==> src/logic/pwm_timer_pkg.sv <==
/*
  Shared constants for the match-based PWM timer: register offsets,
  field positions, reset values and the count-source encoding.
  Assumes a 32-bit APB slave with byte addresses on an 8-bit paddr.
*/
package pwm_timer_pkg;
  // Register byte offsets
  localparam logic [7:0] OFF_CTRL = 8'h00; // Run, hold, mode, source
  localparam logic [7:0] OFF_COUNT = 8'h04; // Timer counter
  localparam logic [7:0] OFF_PRESCALE = 8'h08; // Prescale terminal value
  localparam logic [7:0] OFF_PCOUNT = 8'h0c; // Prescale counter
  localparam logic [7:0] OFF_MATCH_CTRL = 8'h10; // Per-match actions
  localparam logic [7:0] OFF_PWM_SEL = 8'h14; // Edge kind and output enables
  localparam logic [7:0] OFF_RELEASE = 8'h18; // Shadow release bits
  localparam logic [7:0] OFF_INT_STAT = 8'h1c; // Sticky match events, RO
  localparam logic [7:0] OFF_INT_CLR = 8'h20; // Write one to clear, WO
  localparam logic [7:0] OFF_INT_EN = 8'h24; // Interrupt enables
  localparam logic [7:0] OFF_MATCH0 = 8'h40; // Match i at OFF_MATCH0 + 4*i
  // Control fields
  localparam int CTRL_RUN_BIT = 0; // Counter enable
  localparam int CTRL_HOLD_BIT = 1; // Hold counters at zero
  localparam int CTRL_PWM_BIT = 2; // PWM mode enable
  localparam int CTRL_SRC_LSB = 4; // Count source, two bits
  localparam int CTRL_CAPSEL_BIT = 6; // Capture input select
  // Match control fields, three bits per comparator
  localparam int MC_INT = 0; // Raise event
  localparam int MC_RST = 1; // Clear counter
  localparam int MC_STOP = 2; // Halt counter
  localparam int MC_WIDTH = 3;
  // PWM select fields
  localparam int SEL_DOUBLE_LSB = 0; // Bit n: output n double-edge for n 2 to 6; bit 1 is held at zero
  localparam int SEL_OE_LSB = 8; // Bit 8+n: output n enabled
  // Reset values
  localparam logic [31:0] RST_ZERO = 32'h0000_0000;
  // Count source
  typedef enum logic [1:0] {
    SRC_CLOCK = 2'h0,
    SRC_RISE = 2'h1,
    SRC_FALL = 2'h2,
    SRC_BOTH = 2'h3
  } count_src_t;
endpackage : pwm_timer_pkg

==> src/logic/pwm_out_if.sv <==
/*
  Carrier between the timer core and the output edge stage.
  Assumes both ends sit on the same ref_clk.
*/
`timescale 1ns/1ps
`default_nettype none
interface pwm_out_if;
  logic [6:0] matchHit; // One-cycle match pulses, bit 0 starts a cycle
  logic [6:1] doubleSel; // Output n uses matches n-1 and n
  logic [6:1] outEn; // Output n drives its pin
  logic [6:1] pwmOut; // Registered output levels
  modport core (output matchHit, output doubleSel, output outEn, input pwmOut);
  modport edges (input matchHit, input doubleSel, input outEn, output pwmOut);
endinterface : pwm_out_if
`default_nettype wire

==> src/logic/pwm_edge_gen.sv <==
/*
  Output edge stage: turns match pulses into six PWM levels.
  Assumes match pulses are one cycle wide and come from the same clock.
*/
`timescale 1ns/1ps
`default_nettype none
module pwm_edge_gen (
  input wire logic ref_clk,
  input wire logic rst_b,
  pwm_out_if.edges bus
);
  logic [6:1] level_r; // Raw output levels
  logic [6:1] level_nxt;

  // set and clear
  // Set and clear events per output; clear wins on a tie
  always_comb begin
    level_nxt = level_r;
    for (int n = 1; n <= 6; n++) begin
      if (bus.matchHit[n]) begin
        level_nxt[n] = 1'b0;
      end else if (bus.doubleSel[n] ? bus.matchHit[n-1] : bus.matchHit[0]) begin
        level_nxt[n] = 1'b1;
      end
    end
  end

  // Level registers
  always_ff @(posedge ref_clk) begin
    if (!rst_b) begin
      level_r <= '0;
    end else begin
      level_r <= level_nxt;
    end
  end

  // Gated pin levels, registered
  always_ff @(posedge ref_clk) begin
    if (!rst_b) begin
      bus.pwmOut <= '0;
    end else begin
      bus.pwmOut <= level_nxt & bus.outEn;
    end
  end
endmodule : pwm_edge_gen
`default_nettype wire

==> src/logic/pwm_timer.sv <==
/*
  Match-based PWM timer: 32-bit counter, 32-bit prescaler, seven match
  comparators with shadow registers, APB register file and one
  level interrupt. Assumes a single 50 MHz ref_clk and capture pins
  that are asynchronous to it.
*/
// Notes on behaviour
// - Counts clock or selected capture edges.
// - Seven comparators feed six PWM outputs.
// - Match may just raise an event.
// - Match may halt the counter.
// - Match may clear the counter.
// - Single-edge outputs rise at cycle start.
// - Double-edge edges sit anywhere in cycle.
// - Period and width are whole ticks.
// - All outputs share one period.
// - Double-edge pulse may be either polarity.
// - In PWM mode, match updates land only at cycle start.
// - Without PWM mode, plain timer/counter.
// - Match zero ends and starts each cycle.
// - Single-edge output falls at own match.
// - Double-edge uses match n-1 and n.
// - Edge order sets pulse polarity.
`timescale 1ns/1ps
`default_nettype none
module pwm_timer (
  input wire logic ref_clk,
  input wire logic rst_b,
  input wire logic psel,
  input wire logic penable,
  input wire logic pwrite,
  input wire logic [7:0] paddr,
  input wire logic [31:0] pwdata,
  output logic [31:0] prdata,
  output logic pready,
  output logic pslverr,
  input wire logic [1:0] capIn,
  output logic [6:1] pwmPin,
  output logic irq
);
  logic [31:0] ctrl_r; // Control register
  logic [31:0] count_r; // Timer counter
  logic [31:0] prescale_r; // Prescale terminal value
  logic [31:0] pcount_r; // Prescale counter
  logic [20:0] matchCtrl_r; // Match actions
  logic [14:0] pwmSel_r; // Edge kinds and enables
  logic [6:0] release_r; // Pending shadow releases
  logic [6:0] intStat_r; // Sticky match events
  logic [6:0] intEn_r; // Interrupt enables
  logic [31:0] shadow_r [7]; // Software-written match values
  logic [31:0] active_r [7]; // Values the comparators use
  logic [1:0] capSync1_r; // First synchroniser stage
  logic [1:0] capSync2_r; // Second synchroniser stage
  logic [1:0] capPrev_r; // Previous synchronised level
  logic wrEn; // APB write strobe
  logic setup; // APB setup phase
  logic mapped; // Address decodes
  logic [31:0] rdMux; // Read data selection
  logic pwmMode;
  logic run;
  logic hold;
  logic capLvl, capLast, cntIn, tick;
  logic [6:0] hit, rstMask, stopMask, intMask;
  logic anyRst, anyStop, wrap;
  pwm_timer_pkg::count_src_t src;
  pwm_out_if outBus ();

  // Field extraction
  assign pwmMode = ctrl_r[pwm_timer_pkg::CTRL_PWM_BIT];
  assign run = ctrl_r[pwm_timer_pkg::CTRL_RUN_BIT];
  assign hold = ctrl_r[pwm_timer_pkg::CTRL_HOLD_BIT];
  assign src = pwm_timer_pkg::count_src_t'(ctrl_r[pwm_timer_pkg::CTRL_SRC_LSB +: 2]);

  // APB strobes; zero wait states
  assign setup = psel && !penable;
  assign wrEn = psel && penable && pwrite;
  assign pready = 1'b1;
  assign pslverr = psel && penable && !mapped;

  // Capture pin synchroniser, two flops before any logic
  always_ff @(posedge ref_clk) begin
    if (!rst_b) begin
      capSync1_r <= '0;
      capSync2_r <= '0;
      capPrev_r <= '0;
    end else begin
      capSync1_r <= capIn;
      capSync2_r <= capSync1_r;
      capPrev_r <= capSync2_r;
    end
  end

  assign capLvl = capSync2_r[ctrl_r[pwm_timer_pkg::CTRL_CAPSEL_BIT]];
  assign capLast = capPrev_r[ctrl_r[pwm_timer_pkg::CTRL_CAPSEL_BIT]];
  always_comb begin
    unique case (src)
      pwm_timer_pkg::SRC_CLOCK: cntIn = 1'b1;
      pwm_timer_pkg::SRC_RISE: cntIn = capLvl && !capLast;
      pwm_timer_pkg::SRC_FALL: cntIn = !capLvl && capLast;
      pwm_timer_pkg::SRC_BOTH: cntIn = capLvl != capLast;
    endcase
  end

  assign tick = run && !hold && cntIn && (pcount_r == prescale_r);

  // seven comparators, one-cycle hits on a counted tick
  always_comb begin
    for (int i = 0; i < 7; i++) begin
      hit[i] = tick && (count_r == active_r[i]);
      intMask[i] = matchCtrl_r[i*pwm_timer_pkg::MC_WIDTH + pwm_timer_pkg::MC_INT];
      rstMask[i] = matchCtrl_r[i*pwm_timer_pkg::MC_WIDTH + pwm_timer_pkg::MC_RST];
      stopMask[i] = matchCtrl_r[i*pwm_timer_pkg::MC_WIDTH + pwm_timer_pkg::MC_STOP];
    end
    // match zero always ends the cycle in PWM mode
    rstMask[0] = rstMask[0] || pwmMode;
  end
  assign anyRst = |(hit & rstMask);
  assign anyStop = |(hit & stopMask);
  assign wrap = hit[0] && rstMask[0];

  // prescale counter restarts after terminal value
  always_ff @(posedge ref_clk) begin
    if (!rst_b || hold) begin
      pcount_r <= pwm_timer_pkg::RST_ZERO;
    end else if (run && cntIn) begin
      pcount_r <= (pcount_r == prescale_r) ? pwm_timer_pkg::RST_ZERO : pcount_r + 32'h1;
    end
  end

  // timer counter; clear beats stop, stop holds the match value
  always_ff @(posedge ref_clk) begin
    if (!rst_b || hold) begin
      count_r <= pwm_timer_pkg::RST_ZERO;
    end else if (tick) begin
      count_r <= anyRst ? pwm_timer_pkg::RST_ZERO : (anyStop ? count_r : count_r + 32'h1);
    end
  end

  // control register; stop-on-match drops the run bit
  always_ff @(posedge ref_clk) begin
    if (!rst_b) begin
      ctrl_r <= pwm_timer_pkg::RST_ZERO;
    end else if (wrEn && paddr == pwm_timer_pkg::OFF_CTRL) begin
      ctrl_r <= {25'h0, pwdata[6:4], 1'b0, pwdata[2:0]};
    end else if (anyStop) begin
      ctrl_r[pwm_timer_pkg::CTRL_RUN_BIT] <= 1'b0;
    end
  end

  // Configuration registers
  always_ff @(posedge ref_clk) begin
    if (!rst_b) begin
      prescale_r <= pwm_timer_pkg::RST_ZERO;
      matchCtrl_r <= '0;
      pwmSel_r <= '0;
      intEn_r <= '0;
    end else if (wrEn) begin
      if (paddr == pwm_timer_pkg::OFF_PRESCALE) prescale_r <= pwdata;
      if (paddr == pwm_timer_pkg::OFF_MATCH_CTRL) matchCtrl_r <= pwdata[20:0];
      if (paddr == pwm_timer_pkg::OFF_PWM_SEL) pwmSel_r <= {pwdata[14:9], 2'h0, pwdata[6:2], 2'h0};
      if (paddr == pwm_timer_pkg::OFF_INT_EN) intEn_r <= pwdata[6:0];
    end
  end

  // Shadow match values written by software
  always_ff @(posedge ref_clk) begin
    if (!rst_b) begin
      for (int i = 0; i < 7; i++) shadow_r[i] <= pwm_timer_pkg::RST_ZERO;
    end else if (wrEn) begin
      for (int i = 0; i < 7; i++) begin
        if (paddr == pwm_timer_pkg::OFF_MATCH0 + 8'(4*i)) shadow_r[i] <= pwdata;
      end
    end
  end

  // release bits: software sets, wrap consumes; a new set wins
  always_ff @(posedge ref_clk) begin
    if (!rst_b) begin
      release_r <= '0;
    end else begin
      release_r <= (release_r & ~({7{pwmMode && wrap}}))
        | ((wrEn && paddr == pwm_timer_pkg::OFF_RELEASE) ? pwdata[6:0] : 7'h0);
    end
  end

  // active values load at the wrap; direct in timer mode
  always_ff @(posedge ref_clk) begin
    if (!rst_b) begin
      for (int i = 0; i < 7; i++) active_r[i] <= pwm_timer_pkg::RST_ZERO;
    end else begin
      for (int i = 0; i < 7; i++) begin
        if (!pwmMode || (wrap && release_r[i])) active_r[i] <= shadow_r[i];
      end
    end
  end

  // sticky events; a new event beats a clear
  always_ff @(posedge ref_clk) begin
    if (!rst_b) begin
      intStat_r <= '0;
    end else begin
      intStat_r <= (intStat_r
        & ~((wrEn && paddr == pwm_timer_pkg::OFF_INT_CLR) ? pwdata[6:0] : 7'h0))
        | (hit & intMask);
    end
  end
  assign irq = |(intStat_r & intEn_r);

  // Read decode
  always_comb begin
    mapped = 1'b1;
    rdMux = pwm_timer_pkg::RST_ZERO;
    unique case (paddr)
      pwm_timer_pkg::OFF_CTRL: rdMux = ctrl_r;
      pwm_timer_pkg::OFF_COUNT: rdMux = count_r;
      pwm_timer_pkg::OFF_PRESCALE: rdMux = prescale_r;
      pwm_timer_pkg::OFF_PCOUNT: rdMux = pcount_r;
      pwm_timer_pkg::OFF_MATCH_CTRL: rdMux = {11'h0, matchCtrl_r};
      pwm_timer_pkg::OFF_PWM_SEL: rdMux = {17'h0, pwmSel_r};
      pwm_timer_pkg::OFF_RELEASE: rdMux = {25'h0, release_r};
      pwm_timer_pkg::OFF_INT_STAT: rdMux = {25'h0, intStat_r};
      pwm_timer_pkg::OFF_INT_CLR: rdMux = pwm_timer_pkg::RST_ZERO;
      pwm_timer_pkg::OFF_INT_EN: rdMux = {25'h0, intEn_r};
      default: begin
        mapped = 1'b0;
        for (int i = 0; i < 7; i++) begin
          if (paddr == pwm_timer_pkg::OFF_MATCH0 + 8'(4*i)) begin
            mapped = 1'b1;
            rdMux = shadow_r[i];
          end
        end
      end
    endcase
  end

  // Read data captured in the setup cycle
  always_ff @(posedge ref_clk) begin
    if (!rst_b) begin
      prdata <= pwm_timer_pkg::RST_ZERO;
    end else if (setup && !pwrite) begin
      prdata <= rdMux;
    end
  end

  // outputs built from one shared match set
  assign outBus.matchHit = hit;
  assign outBus.doubleSel = pwmSel_r[pwm_timer_pkg::SEL_DOUBLE_LSB + 1 +: 6];
  assign outBus.outEn = pwmSel_r[pwm_timer_pkg::SEL_OE_LSB + 1 +: 6];
  assign pwmPin = outBus.pwmOut;

  pwm_edge_gen edgeStage (
    .ref_clk(ref_clk),
    .rst_b(rst_b),
    .bus(outBus)
  );
endmodule : pwm_timer
`default_nettype wire

==> config.mk <==
export PLATFORM = sky130hd
export DESIGN_NAME = pwm_timer
export DESIGN_NICKNAME = d
export VERILOG_FILES = /design/src/logic/pwm_timer_pkg.sv /design/src/logic/pwm_out_if.sv /design/src/logic/pwm_edge_gen.sv /design/src/logic/pwm_timer.sv
export SDC_FILE = /design/constraint.sdc
export NUM_CORES = 1
export LEC_CHECK = 0
export BUFFER_PORTS_ARGS = -buffer_cell sky130_fd_sc_hd__buf_2
export CORE_MARGIN = 3
export CORE_UTILIZATION = 55
export CTS_CLUSTER_DIAMETER = 200
export CTS_CLUSTER_SIZE = 12
export DETAILED_ROUTE_END_ITERATION = 10
export PLACE_DENSITY = 0.84
export SYNTH_ARGS = -nofsm -noshare
export SYNTH_HDL_FRONTEND = slang
export SYNTH_SLANG_ARGS = --single-unit
==> constraint.sdc <==
create_clock -name ref_clk -period 3.2 [get_ports ref_clk]
set_input_delay 0.32 -clock ref_clk [delete_from_list [all_inputs] [get_ports ref_clk]]
set_output_delay 0.32 -clock ref_clk [all_outputs]
set_load 0.005 [all_outputs]
==> results.py, run 1 <==
metrics = {
    "worst_setup_path": {
        "crit_chain": "xor2_1, nor4_1, nand4_1, nor2_4, a22o_1, a2111oi_4, buf_6, bufbuf_16, or4_1, a21oi_1",
        "r2r_slack_ns": -0.08,
        "worst-path-max-fanout": 32,
        "reg2reg_depth": 10,
        "r2r_end": "count_r[21]$_SDFFE_PP0P_",
        "path_class": "register to register",
        "critical_path_arrival_ns": 3.86,
        "cp-endpoint": "count_r[21]$_SDFFE_PP0P_",
        "end_kind": "register",
        "cpMaxStageDelayCell": "nor4_1",
        "timing.rr.start": "count_r[8]$_SDFFE_PP0P_",
        "cp-start-kind": "register",
        "slowest_delay_ns": 0.54,
        "cp.required_ns": 3.78,
        "startpoint": "count_r[8]$_SDFFE_PP0P_",
    },
    "logic_synthesis": {
        "syn_nets": 2768,
        "synth_xor_area_share_pct": 8.394,
        "syn-cell-area_um2": 29930,
        "postSynth.asyncResetShare_pct": 0,
        "synthMuxAreaShare_pct": 0.06688,
        "synth_compound_area_share_pct": 11.18,
        "seq_area_frac_synth_pct": 58.66,
        "ys_warn_count": 0,
        "synthAdderAreaFrac_pct": 0.1672,
        "syn-instance-count": 2717,
        "synthSimpleGateAreaFrac_pct": 17.98,
        "synth-seq-cells": 653,
        "avgSynthCellArea_um2": 11.02,
        "ys_types": 58,
        "synth_edf_count": 448,
        "synth_top_family_by_area": "simple AND/OR/NAND/NOR gates",
        "ys_dominant_reg_cell": "edfxtp_1",
    },
    "timing": {
        "tightest_slew_ns": 0.9988,
        "timing.hold.ws_ns": 0.02274,
        "fin_crit_sh_pct": 102.5,
        "fin_crit_ns": 3.281,
        "hold_violations": 0,
        "fin_skew_ns": 0.01997,
        "setup_tns_ns": -0.5472,
        "slew_violations": 0,
        "finalSetupViolations": 13,
        "relSlewSlack_pct": 33.41,
        "fmax_ghz": 0.3048,
        "setup_ws_ns": -0.08118,
    },
    "clock_network": {
        "cts_root_buf": "clkbuf_16",
        "insertion_delay_ns": 0.66,
        "clk_pin_slew_ns": 0.07,
        "cts_tree": "yes",
        "cts_buffers": 60,
        "htree_levels": 2,
        "cts.sinks": 653,
        "cts_buffer_depth": 3,
    },
    "job": {
        "cap_violations": 0,
    },
    "die": {
        "die_w_um": 239.3,
        "core_area_um2": 53180,
        "ios": 88,
        "start_util_pct": 56.28,
        "rows": 84,
        "die_h_um": 239.3,
        "die_area_um2": 57250,
    },
    "worst_hold_path": {
        "holdCritPathClass": "input port to register",
        "holdPathStages": 3,
    },
    "global_route": {
        "grt_max_degree": 148,
        "grt_use_total_pct": 37.31,
        "first_global_vias": 23340,
        "antenna_found_initial": 5,
        "globalRoute.totalOverflow": 0,
        "grt_pass1_wl_um": 155200,
    },
    "routing": {
        "ant_nets": 0,
        "via_count": 24240,
        "route.detailed.wl_per_inst_um": 29.56,
        "drt-vias-per-instance": 6.669,
        "routed_wl_um": 107400,
        "remaining_drc_errors": 0,
        "drt_iter0_markers": 3865,
        "first_pass_iters": 6,
    },
    "power": {
        "p_leak_uw": 0.01380,
        "p_per_area_nw_per_um2": 493.5,
        "power_uw": 17180,
        "irDropWorstVdd_mv": 0.5556,
    },
    "outcome": {
        "violations": "setup timing",
        "outcome": "complete, but fails checks",
    },
    "finish": {
        "syn_to_final_growth_pct": 16.32,
        "nets": 2951,
        "final_cell_mix": "edfxtp_1 (448), nand2_1 (288), xor2_1 (260)",
        "drive_gt1_share_pct": 15.59,
        "layout_commonest_cell": "edfxtp_1",
        "final_area_um2": 34820,
    },
    "placed_design": {
        "dpl.hpwl_um": 74720,
        "gp_congestion": 1.019,
        "portBuffers": 86,
        "dpl_cell_area_um2": 32050,
        "place_ws_ns": -0.5833,
    },
}
state kept, by name (all words and copies together), names as in the netlist, 11 cells and up:
register,count
active_r,224
count_r,32
matchCtrl_r,21
pcount_r,32
prdata,32
prescale_r,32
pwmSel_r,11
shadow_r,224
cell usage after synthesis, types with 9 or more instances:
cell        n  area, µm²
buf_6      17      191.4
edfxtp_1  448      13450
nor2b_1    13      81.33
dfxtp_1   205       4104
or4_1      23      172.7
nand2_1   289       1085
and2_1    235       1470
inv_1      40      150.1
a21boi_0  105      788.3
buf_4      23      172.7
a22oi_1    70      525.5
a21oi_1   102      510.5
nand4_1    34      212.7
xnor2_1     9      78.83
a22o_1     48      420.4
a221oi_1   39      341.6
and3_1     14      87.58
nor3_1     15      75.07
nor2_1    260      975.9
or3_1      14      87.58
a222oi_1   13      130.1
clkbuf_1  132      495.5
nor4_1     66      412.9
nand3_1   114      570.6
o21ai_0    12      60.06
xor2_1    276       2417
o31ai_1    22      165.2
worst min-delay path by stage:
stage / slack (ns) / startpoint / to
2_1_floorplan: 0.41 / capSync1_r[0]$_SDFF_PN0_ / capSync2_r[0]$_SDFF_PN0_
3_3_place_gp: 0.42 / capSync1_r[1]$_SDFF_PN0_ / capSync2_r[1]$_SDFF_PN0_
3_5_place_dp: 0.43 / capSync1_r[0]$_SDFF_PN0_ / capSync2_r[0]$_SDFF_PN0_
4_1_cts: 0.001 / pwdata[0] / matchCtrl_r[0]$_SDFFE_PN0P_
5_1_grt: 0.03 / pwdata[3] / prescale_r[3]$_SDFFE_PN0P_
6_report: 0.02 / pwdata[0] / matchCtrl_r[0]$_SDFFE_PN0P_
report_power, final:
| part | switching, µW | total [µW] | internal, µW | leakage, µW |
|---|---|---|---|---|
| Sequential | 233 | 9550 | 9320 | 0.00640 |
| Combinational | 586 | 919 | 333 | 0.00658 |
| Clock | 3200 | 6710 | 3510 | 0.000815 |
| Total | 4020 | 17200 | 13200 | 0.0138 |
critical path, delay by kind of cell (launching register included):
kind | cells | cell delay (ns)
DFF | 1 | 0.51
buffers and inverters | 2 | 0.47
xor gates and xnor gates | 1 | 0.17
and+or+nand+nor | 4 | 1.59
AOI/OAI and AO/OA | 3 | 0.46
metal layers:
layer	global-route usage, %	vias up	part of all wire [%]
li1	-	10020	-
met1	48.22	11640	34
met2	57.70	2129	45
met3	10.54	444	15
met4	19.37	6	6.4
met5	0	-	0.032
logic make-up after synthesis:
logic type / Yosys count
mux: 2
compound gates: 453
xor+xnor: 286
other cells: 1
buf+inv: 224
flops: 653
simple gates: 1094
fa+ha+maj: 4
metrics by stage:
| step | std cells | util, % |
|---|---|---|
| global placement | 3473 | 60.26 |
| finish | 3634 | 65.47 |
| detailed placement | 3473 | 60.26 |
| CTS | 3613 | 64.78 |
| floorplan | 2717 | - |
| global route | 3632 | 65.46 |
timing repair:
action	CTS	global route
endpoints found under the hold margin	47	0
resized for setup	87	40
setup endpoints to repair	257	162
buffers inserted	6	22
pin swaps	8	20
hold buffers	27	0
cloned	1	0
cell type report:
class | count | area, µm²
fillers | 3887 | 18370
flip-flops and latches | 653 | 17650
multi-input cells | 1840 | 11770
repair buffers | 305 | 2664
clock buffers | 102 | 1659
well taps | 688 | 860.8
inverters | 40 | 150.1
clock inverters | 4 | 53.80
diodes | 2 | 5.005
Power figures use the tool's default switching activity.
==> run 2: changes to the inputs <==
- PLACE_DENSITY: 0.84 -> 0.71
==> results.py, run 2 (synthesis gave the netlist of run 1 again) <==
metrics = {
    "outcome": {
        "outcome": "complete, but fails checks",
        "violations": "setup timing",
    },
    "routing": {
        "first_pass_iters": 6,
        "route.detailed.wl_per_inst_um": 28.64,
        "drt-vias-per-instance": 6.489,
        "ant_nets": 0,
        "via_count": 23420,
        "remaining_drc_errors": 0,
        "drt_iter0_markers": 3667,
        "routed_wl_um": 103400,
    },
    "finish": {
        "final_cell_mix": "edfxtp_1 (448), nand2_1 (289), xor2_1 (264)",
        "reg.largest.list": "active_r x224, shadow_r x224",
        "fin_util_pct": 64.61,
        "fillers": 4109,
        "nets": 2926,
        "layout_commonest_cell": "edfxtp_1",
        "syn_to_final_growth_pct": 14.79,
        "ff_latch_area_um2": 17600,
        "multi_input_area_um2": 11710,
        "drive_gt1_share_pct": 14.62,
        "antenna_cells": 0,
    },
    "global_route": {
        "globalRoute.totalOverflow": 0,
        "grt_use_total_pct": 35.71,
        "first_global_vias": 21800,
        "antenna_found_initial": 1,
        "grt_pass1_wl_um": 148700,
        "grt_max_degree": 65,
    },
    "worst_setup_path": {
        "path_class": "register to register",
        "critical_path_arrival_ns": 3.77,
        "worst-path-max-fanout": 32,
        "end_kind": "register",
        "cp.required_ns": 3.77,
        "cp-start-kind": "register",
    },
    "timing": {
        "fmax_ghz": 0.3122,
        "finalSetupViolations": 1,
        "timing.hold.ws_ns": 0.02770,
        "tightest_slew_ns": 1.006,
        "fin_crit_sh_pct": 100.1,
        "fin_crit_ns": 3.203,
        "hold_violations": 0,
        "setup_ws_ns": -0.003251,
        "slew_violations": 0,
        "fin_skew_ns": 0.02197,
        "relSlewSlack_pct": 32.93,
    },
    "clock_network": {
        "cts_root_buf": "clkbuf_16",
        "cts.sinks": 653,
        "clk_pin_slew_ns": 0.07,
        "insertion_delay_ns": 0.64,
        "cts_buffers": 60,
        "htree_levels": 2,
        "cts_buffer_depth": 3,
        "cts_tree": "yes",
    },
    "die": {
        "rows": 84,
        "die_h_um": 239.3,
        "core_area_um2": 53180,
        "die_area_um2": 57250,
        "die_w_um": 239.3,
        "start_util_pct": 56.28,
        "ios": 88,
    },
    "job": {
        "cap_violations": 0,
    },
    "power": {
        "irDropWorstVdd_mv": 0.4744,
        "p_leak_uw": 0.01362,
        "p_per_area_nw_per_um2": 498.2,
        "power_uw": 17120,
    },
    "placed_design": {
        "portBuffers": 86,
        "gp_congestion": 0.9710,
        "dpl.hpwl_um": 73730,
    },
    "worst_hold_path": {
        "holdCritPathClass": "input port to register",
    },
}
## run 2: cell count changes in the layout (fill, tap and decap cells not counted), sizes merged
| cell | delta |
|---|---|
| buf | -24 |
| dlygate4sd3 | -1 |
| clkbuf | +4 |
| clkinv | -1 |
| diode | -2 |
| bufbuf | -1 |
## run 2: what timing repair did
| action | CTS | global route |
|---|---|---|
| cloned | 0 | 1 |
| hold buffers | 26 | 0 |
| hold endpoints to repair | 44 | 0 |
| pin swaps | 2 | 15 |
| buffers inserted | 1 | 5 |
| setup endpoints to repair | 33 | 457 |
| resized for setup | 34 | 64 |
## run 2: cell type report
| class | count | share of cell area, % |
|---|---|---|
| Multi-Input combinational cell | 1840 | 34.08 |
| Clock buffer | 105 | 4.923 |
| Inverter | 40 | 0.4370 |
| Sequential cell | 653 | 51.23 |
| Clock inverter | 3 | 0.07647 |
| Timing Repair Buffer | 280 | 6.751 |
| Tap cell | 688 | 2.505 |
## run 2: worst max-delay path, stage by stage, from the launching register on
cell and delay [ns]:
dfxtp_2 0.46, buf_12 0.19, xor2_2 0.15, nor4_2 0.48, nand4_1 0.26, nor2_4 0.25
a22o_4 0.19, a2111oi_4 0.05, buf_4 0.19, clkbuf_16 0.20, or4_1 0.54, a21oi_2 0.15
## run 2: path summary, 6_finish.rpt
path,cells after the start,start,slack (ns),end
max,11,count_r[5]$_SDFFE_PP0P_,-0.003,count_r[22]$_SDFFE_PP0P_
min,3,pwdata[1],0.03,prescale_r[1]$_SDFFE_PN0P_
max reg2reg,11,count_r[5]$_SDFFE_PP0P_,-0.003,count_r[22]$_SDFFE_PP0P_
min reg2reg,1,capSync1_r[1]$_SDFF_PN0_,0.44,capSync2_r[1]$_SDFF_PN0_
## run 2: per-layer routing
layer | track usage, % | vias to the layer above | share of wire (%)
li1 | - | 9972 | -
met4 | 16.20 | 2 | 5.3
met2 | 54.89 | 1761 | 45
met5 | 0 | - | 0.012
met3 | 6.701 | 280 | 13
met1 | 49.68 | 11400 | 37
## run 2: stage by stage
stage / area [µm²] / cells / TNS, ns / worst slack (ns)
floorplan: 29940 / 2717 / -0.5443 / -0.002835
finish: 34360 / 3609 / -0.003251 / -0.003251
detailed placement: 31910 / 3468 / -18.92 / -0.6490
global placement: 31910 / 3468 / -20.65 / -0.6861
CTS: 34020 / 3603 / -0.002375 / -0.002375
global route: 34360 / 3609 / -0.5611 / -0.03829
## run 2: power breakdown
group	leakage (µW)	switching, µW	total (µW)	internal, µW
Sequential	0.00639	216	9550	9330
Combinational	0.00641	564	876	313
Clock	0.000817	3140	6690	3550
